File: src/design/nig_pkg.sv
package nig_pkg;
   // Register indices; byte address is four times the index
   localparam logic [5:0] IDX_GUARD = 6'h15;
   localparam logic [5:0] IDX_MAIN_MASK = 6'h16;
   localparam logic [5:0] IDX_TF_MASK = 6'h17;
   localparam logic [5:0] IDX_ERR_MASK = 6'h18;
   localparam logic [5:0] IDX_PT_MASK = 6'h19;
   localparam logic [5:0] IDX_MAIN_STAT = 6'h1A;
   localparam logic [5:0] IDX_TF_STAT = 6'h1B;
   // Bus widths
   localparam int ADDR_W = 8;
   localparam int DATA_W = 32;
   // Reset values
   localparam logic [7:0] GUARD_RST = 8'h33;
   localparam logic [7:0] MASK_RST = 8'h00;
   // Writable bits of each mask; unused bits stay zero
   localparam logic [7:0] MAIN_MASK_WR = 8'hFE;
   localparam logic [7:0] TF_MASK_WR = 8'hFF;
   localparam logic [7:0] ERR_MASK_WR = 8'hFE;
   localparam logic [7:0] PT_MASK_WR = 8'hFB;
   // Main status bit positions
   localparam int MAIN_OSC = 7;
   localparam int MAIN_WL = 6;
   localparam int MAIN_RXS = 5;
   localparam int MAIN_RXE = 4;
   localparam int MAIN_TXE = 3;
   localparam int MAIN_COL = 2;
   localparam int MAIN_REST = 1;
   // Timer and field status bit positions
   localparam int TF_DCT = 7;
   localparam int TF_NRE = 6;
   localparam int TF_GPE = 5;
   localparam int TF_EON = 4;
   localparam int TF_EOF = 3;
   localparam int TF_CAC = 2;
   localparam int TF_CAT = 1;
   localparam int TF_NFCT = 0;
   // FIFO level thresholds in bytes
   localparam logic [9:0] FIFO_RX_HI = 10'h12C;
   localparam logic [9:0] FIFO_TX_LO = 10'h0C8;
   // Guard timing: fixed base plus count times one step of 2048 carrier periods
   localparam int CLK_MHZ = 50;
   localparam int GUARD_BASE_NS = 75000;
   localparam int GUARD_STEP_NS = 151000;
   localparam int GUARD_BASE_CYC = (GUARD_BASE_NS * CLK_MHZ + 999) / 1000;
   localparam int GUARD_STEP_CYC = (GUARD_STEP_NS * CLK_MHZ + 999) / 1000;
   // Guard sequencer states
   typedef enum logic [1:0] {G_IDLE, G_BASE, G_STEP} nig_guard_t;
endpackage

File: src/design/nig_irq_guard.sv
// Contract
// - Eight-bit guard count, step 2048 carrier periods
// - Guard time is 75 us plus count steps
// - Guard count resets to 0x33
// - Mask bit 1 blocks source; masks reset 0
// - Oscillator stable sets main bit 7
// - FIFO level flag: rx over 300, tx under 200
// - Main bits 5..2: rxs, rxe, txe, collision
// - Suppressed disturbance frame sets main bit 1
// - Direct command end sets timer bit 7
// - No-response timer bit 6, general timer bit 5
// - Field rise bit 4, field drop bit 3
// - Avoidance collision sets timer bit 2
// - Guard expiry after avoidance sets bit 1
// - Initiator bit rate recognised sets bit 0
// - Error mask bits for errors and wake-ups
// - Passive target mask bits as listed
// - Reading status returns flags then clears
`timescale 1ns/1ps
module nig_irq_guard #(
   parameter int STEP_CYC = nig_pkg::GUARD_STEP_CYC // Cycles per guard step
) (
   input wire logic core_clk_i,
   input wire logic rst_n_i,
   input wire logic [nig_pkg::ADDR_W-1:0] avs_address_i,
   input wire logic avs_read_i,
   input wire logic avs_write_i,
   input wire logic [nig_pkg::DATA_W-1:0] avs_writedata_i,
   input wire logic [3:0] avs_byteenable_i,
   output logic [nig_pkg::DATA_W-1:0] avs_readdata_o,
   output logic avs_waitrequest_o,
   input wire logic osc_stable_i,
   input wire logic ext_field_i,
   input wire logic [9:0] fifo_count_i,
   input wire logic rx_active_i,
   input wire logic tx_active_i,
   input wire logic ev_rxs_i,
   input wire logic ev_rxe_i,
   input wire logic ev_txe_i,
   input wire logic ev_col_i,
   input wire logic ev_restart_i,
   input wire logic ev_dct_i,
   input wire logic ev_nre_i,
   input wire logic ev_gpe_i,
   input wire logic ev_cac_i,
   input wire logic ev_nfct_i,
   input wire logic guard_start_i,
   input wire logic guard_ca_i,
   input wire logic [7:0] err_pend_i,
   input wire logic [7:0] pt_pend_i,
   output logic irq_o,
   output logic guard_busy_o,
   output logic guard_done_o
);
   import nig_pkg::*;

   // True when the word index matches and the byte offset is zero
   function automatic logic hit(input logic [ADDR_W-1:0] a, input logic [5:0] idx);
      hit = (a[ADDR_W-1:2] == idx) && (a[1:0] == 2'h0);
   endfunction

   // Register file
   logic [7:0] field_on_guard_count_r; // Guard count in steps
   logic [7:0] main_mask_r; // Main source masks
   logic [7:0] tf_mask_r; // Timer and field masks
   logic [7:0] err_mask_r; // Error and wake-up masks
   logic [7:0] pt_mask_r; // Passive target masks
   logic [7:0] main_r; // Main status flags
   logic [7:0] tf_r; // Timer and field status flags
   logic [7:0] main_nxt;
   logic [7:0] tf_nxt;

   // Bus handshake
   logic wait_r; // Drives waitrequest
   logic [DATA_W-1:0] rdata_r; // Captured read word
   logic irq_r;

   // Synchronisers for the two pins from outside the clock domain
   logic osc_s1_r, osc_s2_r, osc_s3_r;
   logic ext_s1_r, ext_s2_r, ext_s3_r;
   logic wl_prev_r; // Last FIFO level condition

   // Guard sequencer
   nig_guard_t g_state_r;
   logic [15:0] g_cnt_r; // Cycles left in current phase
   logic [7:0] g_steps_r; // Steps still to run
   logic g_ca_r; // Started by collision avoidance
   logic g_done_r;
   logic g_busy_r; // Registered busy, so the output comes from a flip-flop

   // Handshake decode: request is taken at the edge where waitrequest is low
   wire req = avs_read_i | avs_write_i;
   wire fire = req & ~wait_r;
   wire wr_fire = avs_write_i & fire & avs_byteenable_i[0];
   wire rd_fire = avs_read_i & fire;
   wire [7:0] wdat = avs_writedata_i[7:0];

   // Read multiplexer; unmapped addresses read zero
   wire [7:0] rd_mux =
      hit(avs_address_i, IDX_GUARD) ? field_on_guard_count_r :
      hit(avs_address_i, IDX_MAIN_MASK) ? main_mask_r :
      hit(avs_address_i, IDX_TF_MASK) ? tf_mask_r :
      hit(avs_address_i, IDX_ERR_MASK) ? err_mask_r :
      hit(avs_address_i, IDX_PT_MASK) ? pt_mask_r :
      hit(avs_address_i, IDX_MAIN_STAT) ? main_r :
      hit(avs_address_i, IDX_TF_STAT) ? tf_r : 8'h00;

   // Clear only the bits that were actually returned, so events landing
   // between capture and the completing edge are kept
   wire clr_main = rd_fire & hit(avs_address_i, IDX_MAIN_STAT);
   wire clr_tf = rd_fire & hit(avs_address_i, IDX_TF_STAT);

   // FIFO level condition depends on direction
   wire wl_cond = (rx_active_i && (fifo_count_i > FIFO_RX_HI)) ||
      (tx_active_i && (fifo_count_i < FIFO_TX_LO));

   // Event set vectors; masks play no part here
   wire [7:0] main_set = {
      osc_s2_r & ~osc_s3_r,
      wl_cond & ~wl_prev_r,
      ev_rxs_i, ev_rxe_i, ev_txe_i, ev_col_i,
      ev_restart_i,
      1'b0}; // Bit 0 unused
   wire [7:0] tf_set = {
      ev_dct_i,
      ev_nre_i, ev_gpe_i,
      ext_s2_r & ~ext_s3_r, ext_s3_r & ~ext_s2_r,
      ev_cac_i,
      g_done_r & g_ca_r,
      ev_nfct_i};

   // Flag update per bit; a set in the clearing cycle wins
   genvar gi;
   generate
      for (gi = 0; gi < 8; gi++) begin : g_flag
         assign main_nxt[gi] = (main_r[gi] & ~(clr_main & rdata_r[gi])) | main_set[gi];
         assign tf_nxt[gi] = (tf_r[gi] & ~(clr_tf & rdata_r[gi])) | tf_set[gi];
      end
   endgenerate

   // Any pending flag not masked raises the interrupt
   wire irq_nxt = |(main_r & ~main_mask_r) | |(tf_r & ~tf_mask_r) |
      |(err_pend_i & ~err_mask_r) | |(pt_pend_i & ~pt_mask_r);

   // Bus slave: one wait cycle, then answer
   always_ff @(posedge core_clk_i or negedge rst_n_i) begin
      if (!rst_n_i) begin
         wait_r <= 1'b1;
         rdata_r <= '0;
      end else begin
         wait_r <= ~(req & wait_r);
         if (req & wait_r) begin
            rdata_r <= {24'h000000, rd_mux};
         end
      end
   end

   // Configuration registers; write lands at the completing edge
   always_ff @(posedge core_clk_i or negedge rst_n_i) begin
      if (!rst_n_i) begin
         field_on_guard_count_r <= GUARD_RST;
         main_mask_r <= MASK_RST;
         tf_mask_r <= MASK_RST;
         err_mask_r <= MASK_RST;
         pt_mask_r <= MASK_RST;
      end else if (wr_fire) begin
         if (hit(avs_address_i, IDX_GUARD)) field_on_guard_count_r <= wdat;
         if (hit(avs_address_i, IDX_MAIN_MASK)) main_mask_r <= wdat & MAIN_MASK_WR;
         if (hit(avs_address_i, IDX_TF_MASK)) tf_mask_r <= wdat & TF_MASK_WR;
         if (hit(avs_address_i, IDX_ERR_MASK)) err_mask_r <= wdat & ERR_MASK_WR;
         if (hit(avs_address_i, IDX_PT_MASK)) pt_mask_r <= wdat & PT_MASK_WR;
      end
   end

   // Status flags, event edge trackers and interrupt
   always_ff @(posedge core_clk_i or negedge rst_n_i) begin
      if (!rst_n_i) begin
         main_r <= 8'h00;
         tf_r <= 8'h00;
         wl_prev_r <= 1'b0;
         irq_r <= 1'b0;
      end else begin
         main_r <= main_nxt;
         tf_r <= tf_nxt;
         wl_prev_r <= wl_cond;
         irq_r <= irq_nxt;
      end
   end

   // Pin synchronisers; the second and third stages feed the edge detectors
   always_ff @(posedge core_clk_i or negedge rst_n_i) begin
      if (!rst_n_i) begin
         osc_s1_r <= 1'b0;
         osc_s2_r <= 1'b0;
         osc_s3_r <= 1'b0;
         ext_s1_r <= 1'b0;
         ext_s2_r <= 1'b0;
         ext_s3_r <= 1'b0;
      end else begin
         osc_s1_r <= osc_stable_i;
         osc_s2_r <= osc_s1_r;
         osc_s3_r <= osc_s2_r;
         ext_s1_r <= ext_field_i;
         ext_s2_r <= ext_s1_r;
         ext_s3_r <= ext_s2_r;
      end
   end

   // Guard sequencer: base phase, then one phase per count step.
   // A start while busy is ignored so a running guard is never cut short.
   always_ff @(posedge core_clk_i or negedge rst_n_i) begin
      if (!rst_n_i) begin
         g_state_r <= G_IDLE;
         g_cnt_r <= 16'h0000;
         g_steps_r <= 8'h00;
         g_ca_r <= 1'b0;
         g_busy_r <= 1'b0;
         g_done_r <= 1'b0;
      end else begin
         g_done_r <= 1'b0;
         case (g_state_r)
            G_IDLE: begin
               if (guard_start_i) begin
                  g_state_r <= G_BASE;
                  g_cnt_r <= 16'(GUARD_BASE_CYC - 1);
                  g_steps_r <= field_on_guard_count_r;
                  g_ca_r <= guard_ca_i;
                  g_busy_r <= 1'b1;
               end
            end
            G_BASE, G_STEP: begin
               if (g_cnt_r != 16'h0000) begin
                  g_cnt_r <= g_cnt_r - 16'h0001;
               end else if (g_steps_r != 8'h00) begin
                  g_state_r <= G_STEP;
                  g_cnt_r <= 16'(STEP_CYC - 1);
                  g_steps_r <= g_steps_r - 8'h01;
               end else begin
                  g_state_r <= G_IDLE;
                  g_done_r <= 1'b1;
                  g_busy_r <= 1'b0;
               end
            end
            default: begin
               g_state_r <= G_IDLE;
               g_busy_r <= 1'b0;
            end
         endcase
      end
   end

   assign avs_waitrequest_o = wait_r;
   assign avs_readdata_o = rdata_r;
   assign irq_o = irq_r;
   assign guard_done_o = g_done_r;
   assign guard_busy_o = g_busy_r;

   // Helper: cycles since guard start and the length expected
   logic [31:0] g_elapsed_r;
   logic [31:0] g_expect_r;
   always_ff @(posedge core_clk_i or negedge rst_n_i) begin
      if (!rst_n_i) begin
         g_elapsed_r <= 32'h0;
         g_expect_r <= 32'h0;
      end else if (g_state_r == G_IDLE && guard_start_i) begin
         g_elapsed_r <= 32'h1;
         g_expect_r <= 32'(GUARD_BASE_CYC + 1) + 32'(field_on_guard_count_r) * 32'(STEP_CYC);
      end else if (g_state_r != G_IDLE) begin
         g_elapsed_r <= g_elapsed_r + 32'h1;
      end
   end

   property p_guard_len;
      @(posedge core_clk_i) disable iff (!rst_n_i)
      $rose(g_done_r) |-> (g_elapsed_r == g_expect_r);
   endproperty
   a_guard_len: assert property (p_guard_len) else $error("guard length wrong");

   property p_guard_wr;
      @(posedge core_clk_i) disable iff (!rst_n_i)
      (wr_fire && hit(avs_address_i, IDX_GUARD)) |=> (field_on_guard_count_r == $past(wdat));
   endproperty
   a_guard_wr: assert property (p_guard_wr) else $error("guard count not written");

   property p_irq_set;
      @(posedge core_clk_i) disable iff (!rst_n_i)
      (|(main_r & ~main_mask_r) || |(tf_r & ~tf_mask_r)) |=> irq_o;
   endproperty
   a_irq_set: assert property (p_irq_set) else $error("irq missing");

   property p_irq_clr;
      @(posedge core_clk_i) disable iff (!rst_n_i)
      !irq_nxt |=> !irq_o;
   endproperty
   a_irq_clr: assert property (p_irq_clr) else $error("irq stuck");

   property p_rd_clear;
      @(posedge core_clk_i) disable iff (!rst_n_i)
      (clr_main && main_set == 8'h00) |=> (main_r == ($past(main_r) & ~$past(rdata_r[7:0])));
   endproperty
   a_rd_clear: assert property (p_rd_clear) else $error("read clear wrong");

   property p_masked_latch;
      @(posedge core_clk_i) disable iff (!rst_n_i)
      (ev_rxs_i && main_mask_r[MAIN_RXS]) |=> main_r[MAIN_RXS];
   endproperty
   a_masked_latch: assert property (p_masked_latch) else $error("masked event lost");

   property p_field_rise;
      @(posedge core_clk_i) disable iff (!rst_n_i)
      $rose(ext_s2_r) |=> tf_r[TF_EON] ##1 (tf_r[TF_EON] || $past(clr_tf));
   endproperty
   a_field_rise: assert property (p_field_rise) else $error("field rise not flagged");

   property p_fifo_level;
      @(posedge core_clk_i) disable iff (!rst_n_i)
      (wl_cond && !wl_prev_r) |=> main_r[MAIN_WL];
   endproperty
   a_fifo_level: assert property (p_fifo_level) else $error("fifo level not flagged");

   property p_cat;
      @(posedge core_clk_i) disable iff (!rst_n_i)
      (g_done_r && g_ca_r) |=> tf_r[TF_CAT];
   endproperty
   a_cat: assert property (p_cat) else $error("guard expiry not flagged");

   property p_mask_rfu;
      @(posedge core_clk_i) disable iff (!rst_n_i)
      wr_fire |=> (main_mask_r[0] == 1'b0) && (pt_mask_r[2] == 1'b0) && (err_mask_r[0] == 1'b0);
   endproperty
   a_mask_rfu: assert property (p_mask_rfu) else $error("unused mask bit set");

   // Exactly one wait cycle, then the answer, then waitrequest back up
   property p_wait_ans;
      @(posedge core_clk_i) disable iff (!rst_n_i)
      (req && wait_r) |=> !avs_waitrequest_o ##1 avs_waitrequest_o;
   endproperty
   a_wait_ans: assert property (p_wait_ans) else $error("bus answer wrong");

   // A start taken in idle shows busy on the next cycle
   property p_busy_start;
      @(posedge core_clk_i) disable iff (!rst_n_i)
      (g_state_r == G_IDLE && guard_start_i) |=> guard_busy_o;
   endproperty
   a_busy_start: assert property (p_busy_start) else $error("guard not busy");

   // Busy has dropped by the time the done pulse shows
   property p_busy_end;
      @(posedge core_clk_i) disable iff (!rst_n_i)
      $rose(g_done_r) |-> !guard_busy_o;
   endproperty
   a_busy_end: assert property (p_busy_end) else $error("guard busy after done");

endmodule // nig_irq_guard

File: config.mk
export PLATFORM = sky130hd
export DESIGN_NAME = nig_irq_guard
export DESIGN_NICKNAME = d
export VERILOG_FILES = /design/src/design/nig_pkg.sv /design/src/design/nig_irq_guard.sv
export SDC_FILE = /design/constraint.sdc
export NUM_CORES = 1
export LEC_CHECK = 0
export ABC_AREA = 1
export BUFFER_PORTS_ARGS = -buffer_cell sky130_fd_sc_hd__buf_4
export CELL_PAD_IN_SITES_DETAIL_PLACEMENT = 1
export CELL_PAD_IN_SITES_GLOBAL_PLACEMENT = 1
export CORE_ASPECT_RATIO = 1.4
export CORE_MARGIN = 5
export CORE_UTILIZATION = 42
export CTS_CLUSTER_DIAMETER = 150
export DETAILED_ROUTE_END_ITERATION = 16
export PLACE_DENSITY = 0.89
export SLEW_MARGIN = 20
export SYNTH_ARGS = -nofsm -noshare
export SYNTH_HDL_FRONTEND = slang
export SYNTH_SLANG_ARGS = --single-unit
File: constraint.sdc
create_clock -name core_clk_i -period 2.8 [get_ports core_clk_i]
set_clock_uncertainty 0.05 [all_clocks]
set_input_delay 0.7 -clock core_clk_i [delete_from_list [all_inputs] [get_ports core_clk_i]]
set_output_delay 0.7 -clock core_clk_i [all_outputs]
set_load 0.005 [all_outputs]
**Yosys cells after proc, flatten, opt, wreduce, memory -nomap -nowiden**

Index checks and enable logic that the tools add are counted.

- Memories kept: 0
- Flip-flop bits (word level): 99
- Memory bits (read-only): 0
- Logic and storage cells: 190
- RAM bits: 0
- Bits in latches: 0
- Output and inout bits: 36

- Bitwise logic cells: 93
- Reduce and logical (&&, ||, !) cells: 30
- Shift operators: 0
- Div/mod/pow operators: 0
- Mux-type cells: 26
- $mul: 0
- Equality and inequality tests: 14
- Add/subtract/negate cells: 2
- $lt $le $gt $ge: 2

Operators by type and width:

| kind | number |
|---|---|
| $mux 8 | 10 |
| $mux 16 | 3 |
| $and 1x1->1 | 44 |
| $eq 6x5->1 const B | 7 |
| $and 8x8->8 | 4 |
| $not 8->8 | 4 |
| $pmux 16 s2 | 1 |
| $reduce_or 8->1 | 4 |
| $not 1->1 | 22 |
| $or 1x1->1 | 19 |
| $pmux 8 s2 | 1 |
| $reduce_bool 16->1 | 1 |
| $sub 16x1->16 const B | 1 |
| $reduce_and 2->1 | 7 |
| $gt 10x9->1 const B | 1 |
| $lt 10x8->1 const B | 1 |
| $logic_and 1x1->1 | 9 |
| $ne 2x2->1 const B | 4 |
| $reduce_bool 8->1 | 1 |
| $sub 8x1->8 const B | 1 |
| $mux 1 | 6 |
| $mux 2 | 3 |
| $reduce_and 3->1 | 2 |
| $logic_not 2->1 | 2 |
| other kinds (9) | 9 |

**Depth between registers and ports, before layout**

- Depth after elaboration: 9
- Gate-level depth with buffers: 12
- Gate-level depth less buffers: 12

**Worst setup path after synthesis**

No wires, ideal clock.

- Path kind: in2reg
- From: in avs_address_i[7] (netlist bit)
- To: reg main_r[7]
- Library setup time: 0.129 ns
- Slack: 0.977 ns
- Arrival time: 1.644 ns
- Data required time: 2.621 ns
- Buffers on the path: 1
- Stages on the path: 7
- Cells stage by stage: inv_2 nand2_2 nor2_4 buf_2 nand3_1 o21ai_0 o21ai_0

- Longest elaborated chain between the ends: 7

Ends and longest elaborated chain:

| element | line | text |
|---|---|---|
| start: declaration | nig_irq_guard.sv:25 | `input wire logic [nig_pkg::ADDR_W-1:0] avs_address_i,` |
| $eq 6x5->1 | nig_irq_guard.sv:59 | `hit = (a[ADDR_W-1:2] == idx) && (a[1:0] == 2'h0);` |
| $logic_and 1x1->1 | nig_irq_guard.sv:59 |  |
| $and 1x1->1 | nig_irq_guard.sv:110 | `wire clr_main = rd_fire & hit(avs_address_i, IDX_MAIN_STAT);` |
| $and 1x1->1 | nig_irq_guard.sv:136 | `assign main_nxt[gi] = (main_r[gi] & ~(clr_main & rdata_r[gi])) \| main_set[gi];` |
| $not 1->1 | nig_irq_guard.sv:136 |  |
| $and 1x1->1 | nig_irq_guard.sv:136 |  |
| $or 1x1->1 | nig_irq_guard.sv:136 |  |
| named net main_nxt[7] | nig_irq_guard.sv:70 | `logic [7:0] main_nxt;` |
| end signal: assignment | nig_irq_guard.sv:183 | `main_r <= main_nxt;` |
| end: declaration | nig_irq_guard.sv:68 | `logic [7:0] main_r;` |

The timed path passes the listed nets, and every way through them passes these cells.
A chain may end at the register's enable or synchronous reset.

**Worst setup path after layout**

- From: reg g_state_r[1]
- To: reg g_steps_r[7]

- Longest elaborated chain between the ends: 4

Ends and longest elaborated chain:

| element | line | text |
|---|---|---|
| start: declaration | nig_irq_guard.sv:84 | `nig_guard_t g_state_r;` |
| start signal: assignment | nig_irq_guard.sv:213 | `g_state_r <= G_IDLE;` |
| start signal: assignment | nig_irq_guard.sv:224 | `g_state_r <= G_BASE;` |
| start signal: assignment | nig_irq_guard.sv:235 | `g_state_r <= G_STEP;` |
| $eq 2x1->1 / $eq 2x2->1 (equally long branches) | nig_irq_guard.sv:221 | `case (g_state_r)` |
| $reduce_or 2->1 | nig_irq_guard.sv:221 |  |
| $ne 2x2->1 (no line) / $reduce_bool 2->1 (equally long branches) | - |  |
| $reduce_and 4->1 (no line) | - |  |
| end signal: assignment | nig_irq_guard.sv:226 | `g_steps_r <= field_on_guard_count_r;` |
| end signal: assignment | nig_irq_guard.sv:237 | `g_steps_r <= g_steps_r - 8'h01;` |
| end: declaration | nig_irq_guard.sv:86 | `logic [7:0] g_steps_r;` |

Several ways; a longest one is shown, not always the timed one.

==> run summary <==
Status - complete, no violations
Synth top cells by count - nand2_1, dfrtp_1, inv_1
Sequential share of the synthesized area - 44.5%
RR Startpoint - g_state_r[1]
Chip Width - 107 microns
Simple-gate portion of the synthesized area - 29.9%
Initial Utilization - 43.1%
Setup WS pre-CTS - 0.444 ns
# diodes - 0
Ports - 126
CTS Buf Count - 9
Worst-skew pair later-pin latency - 0.36 ns
Initial DRC count - 224
Largest area contributor in the netlist - dfrtp_1
DP HPWL - 13600 microns
Initial antenna violation count - 0
Placement Rows - 49
Endpoint class of the critical path - flip-flop
CP required - 3.00 ns
Post-Syn Area - 5580 sq um
MaxCap Viol Count - 0
GRT overflow - 0
Core box area - 12900 sq um
Pwr/cell area - 718 nW/um^2
Most common cell in the netlist - nand2_1
First-pass GRT wire length - 28800 microns
FILL cells - 1641
Clock buffer depth - 2
Setup Buffers After CTS - 0
Post-DRT Antenna Nets - 0
Setup TNS Final - 0 ns
Post-route DRC violation count - 0
Max FO, Critical Path - 14
CP Launch Type - flip-flop
Initial DRT Pass Iterations - 4
Worst EP arrival - 2.50 ns
Yosys synthesis warning count - 0
Largest net degree at the start of global routing - 64
Fmax - 0.436 GHz
Chip height - 146 microns
Final count of negative-setup-slack endpoints - 0
Total Die Area - 15700 sq um
Layout area overhead - 18.0%
RSZ-0062 raised after global routing - no
Routed WL - 17600 microns
Library cells used by synthesis - 46
CTS-repair resized insts - 0
Final WS setup - 0.505 ns
Crit share post-route - 82.0%
Fin. max-slew vios - 0
Synth Area in Adders - 1.12%
Final Hold Vio Count - 0
Worst hold path class - in2async
Register Area - 2480 sq um
Mux cell area share after synthesis - 0.382%
Total power - 4.72 mW
Critical path class - reg2reg
H-Tree Depth - 3
CTS clk-pin slew, worst paths - 0.07 ns
Static leakage - 3.35 nW
CTS tree - built
GPL Wtd Cong - 0.921
Gr usage total - 23.5%
Slew @ Worst Pin - 0.569 ns
Vias per cell - 5.13
Compound-Gate Fraction of Synth Area - 11.4%
IR Drop Worst-Case VDD - 0.290 mV
Port-buffer cells - 74
Mean Syn Cell Area - 7.48 sq um
Multi-input combinational cell area - 2530 sq um
Nets - 919
Top post-synthesis cells by area - dfrtp_1, nand2_1, inv_1, nand3_1, o21ai_0
Via Count - 5165
Cells after synthesis - 745
Primary FF master, synth - dfrtp_1
Largest family of logic cells by synthesized area - simple AND/OR/NAND/NOR gates
Clk sinks - 99
Asr flop ratio synth - 100%
Hold buffers post-CTS - 0
Worst slew margin - 61.9%
Post-synth EDFFs - 0
Post-Synth XOR/XNOR Area - 0.943%
Seq cells post-synth - 99
Layout cells sized above 1 - 17.4%
Synth top area share - 42.2%
Vias in the first global route - 5818
Fin crit period - 2.29 ns
CTS root buf - clkbuf_16
Beginning of the critical path - g_state_r[1]
Avg WL per Cell - 17.5 microns
==> registers in the layout, indices dropped and copies added (netlist names) <==
name,count
ext_s1_r,1
g_steps_r,8
tf_r,8
osc_s1_r,1
osc_s2_r,1
tf_mask_r,8
avs_waitrequest_o,1
guard_busy_o,1
osc_s3_r,1
irq_o,1
main_r,8
g_cnt_r,16
guard_done_o,1
wl_prev_r,1
g_state_r,2
avs_readdata_o,8
pt_mask_r,7
main_mask_r,7
err_mask_r,7
ext_s2_r,1
field_on_guard_count_r,8
g_ca_r,1
ext_s3_r,1
==> layout make-up <==
| type | instances | area share, % |
|---|---|---|
| Sequential cell | 99 | 37.8 |
| Inverter | 104 | 5.93 |
| Tap cell | 178 | 3.39 |
| Timing Repair Buffer | 83 | 9.66 |
| Multi-Input combinational cell | 527 | 38.4 |
| Clock inverter | 6 | 1.20 |
| Clock buffer | 10 | 3.63 |
==> cells in the final DEF, fill, tap and decap left out, drive strengths merged, types with 3 or more instances in the layout <==
cell and instances:
o21bai 8, nand4 9, clkinv 3, buf 83, a21oi 3, clkbuf 10, dfstp 5, nand2 222
o22ai 6, nor2 66, xor2 5, nor3 9, nand3 65, conb 24, o21ai 88, dfrtp 94
ha 5, inv 106
==> power breakdown <==
part	switching (mW)	internal, mW	total, mW	leakage [nW]
combinational	1.06	0.563	1.62	1.98
clock	0.604	0.738	1.34	0.158
sequential	0.157	1.60	1.76	1.22
==> final timing paths <==
check | end | slack, ns | cells after the start
worst max register to register | g_steps_r[7] | 0.51 | 9
worst min register to register | osc_s2_r | 0.30 | 0
min in group core_clk_i | osc_s2_r | 0.30 | 0
worst max-delay path | g_steps_r[7] | 0.51 | 9
worst min-delay path | g_steps_r[4] | 0.25 | 1
max in group asynchronous | avs_waitrequest_o | 1.69 | 2
==> worst max-delay path: stages (launching register included) <==
cell and delay (ns):
dfrtp_1 0.40, inv_1 0.07, ha_1 0.48, clkinv_1 0.45, nand2_1 0.16, nand2_1 0.10
nand2_4 0.20, clkinv_1 0.14, nand2_1 0.09, nand2_1 0.05
==> logic make-up after synthesis <==
family,after synthesis
AO/OA/AOI/OAI,113
XOR/XNOR,6
adder cells (fa/ha/maj),5
buffers and inverters,142
flip-flops,99
multiplexers,2
other,1
AND/OR/NAND/NOR,377
==> through the flow <==
stage | hold slack (ns) | instances | instance area, sq um | utilization, %
floorplan | 0.281 | 768 | 5660 | -
global placement | 0.282 | 991 | 6260 | 48.4
detailed placement | 0.289 | 991 | 6260 | 48.4
CTS | 0.265 | 1007 | 6580 | 50.9
global route | 0.280 | 1007 | 6580 | 50.9
finish | 0.249 | 1007 | 6580 | 50.9
==> routing by layer <==
metal,GRT usage (%),part of all wire (%),vias to the layer above
met1,25.1,37,2509
li1,-,-,2473
met3,4.77,3.5,48
met5,0,0,-
met4,11.8,4.5,0
met2,43.2,55,135
(Power assumes the default switching activity.)
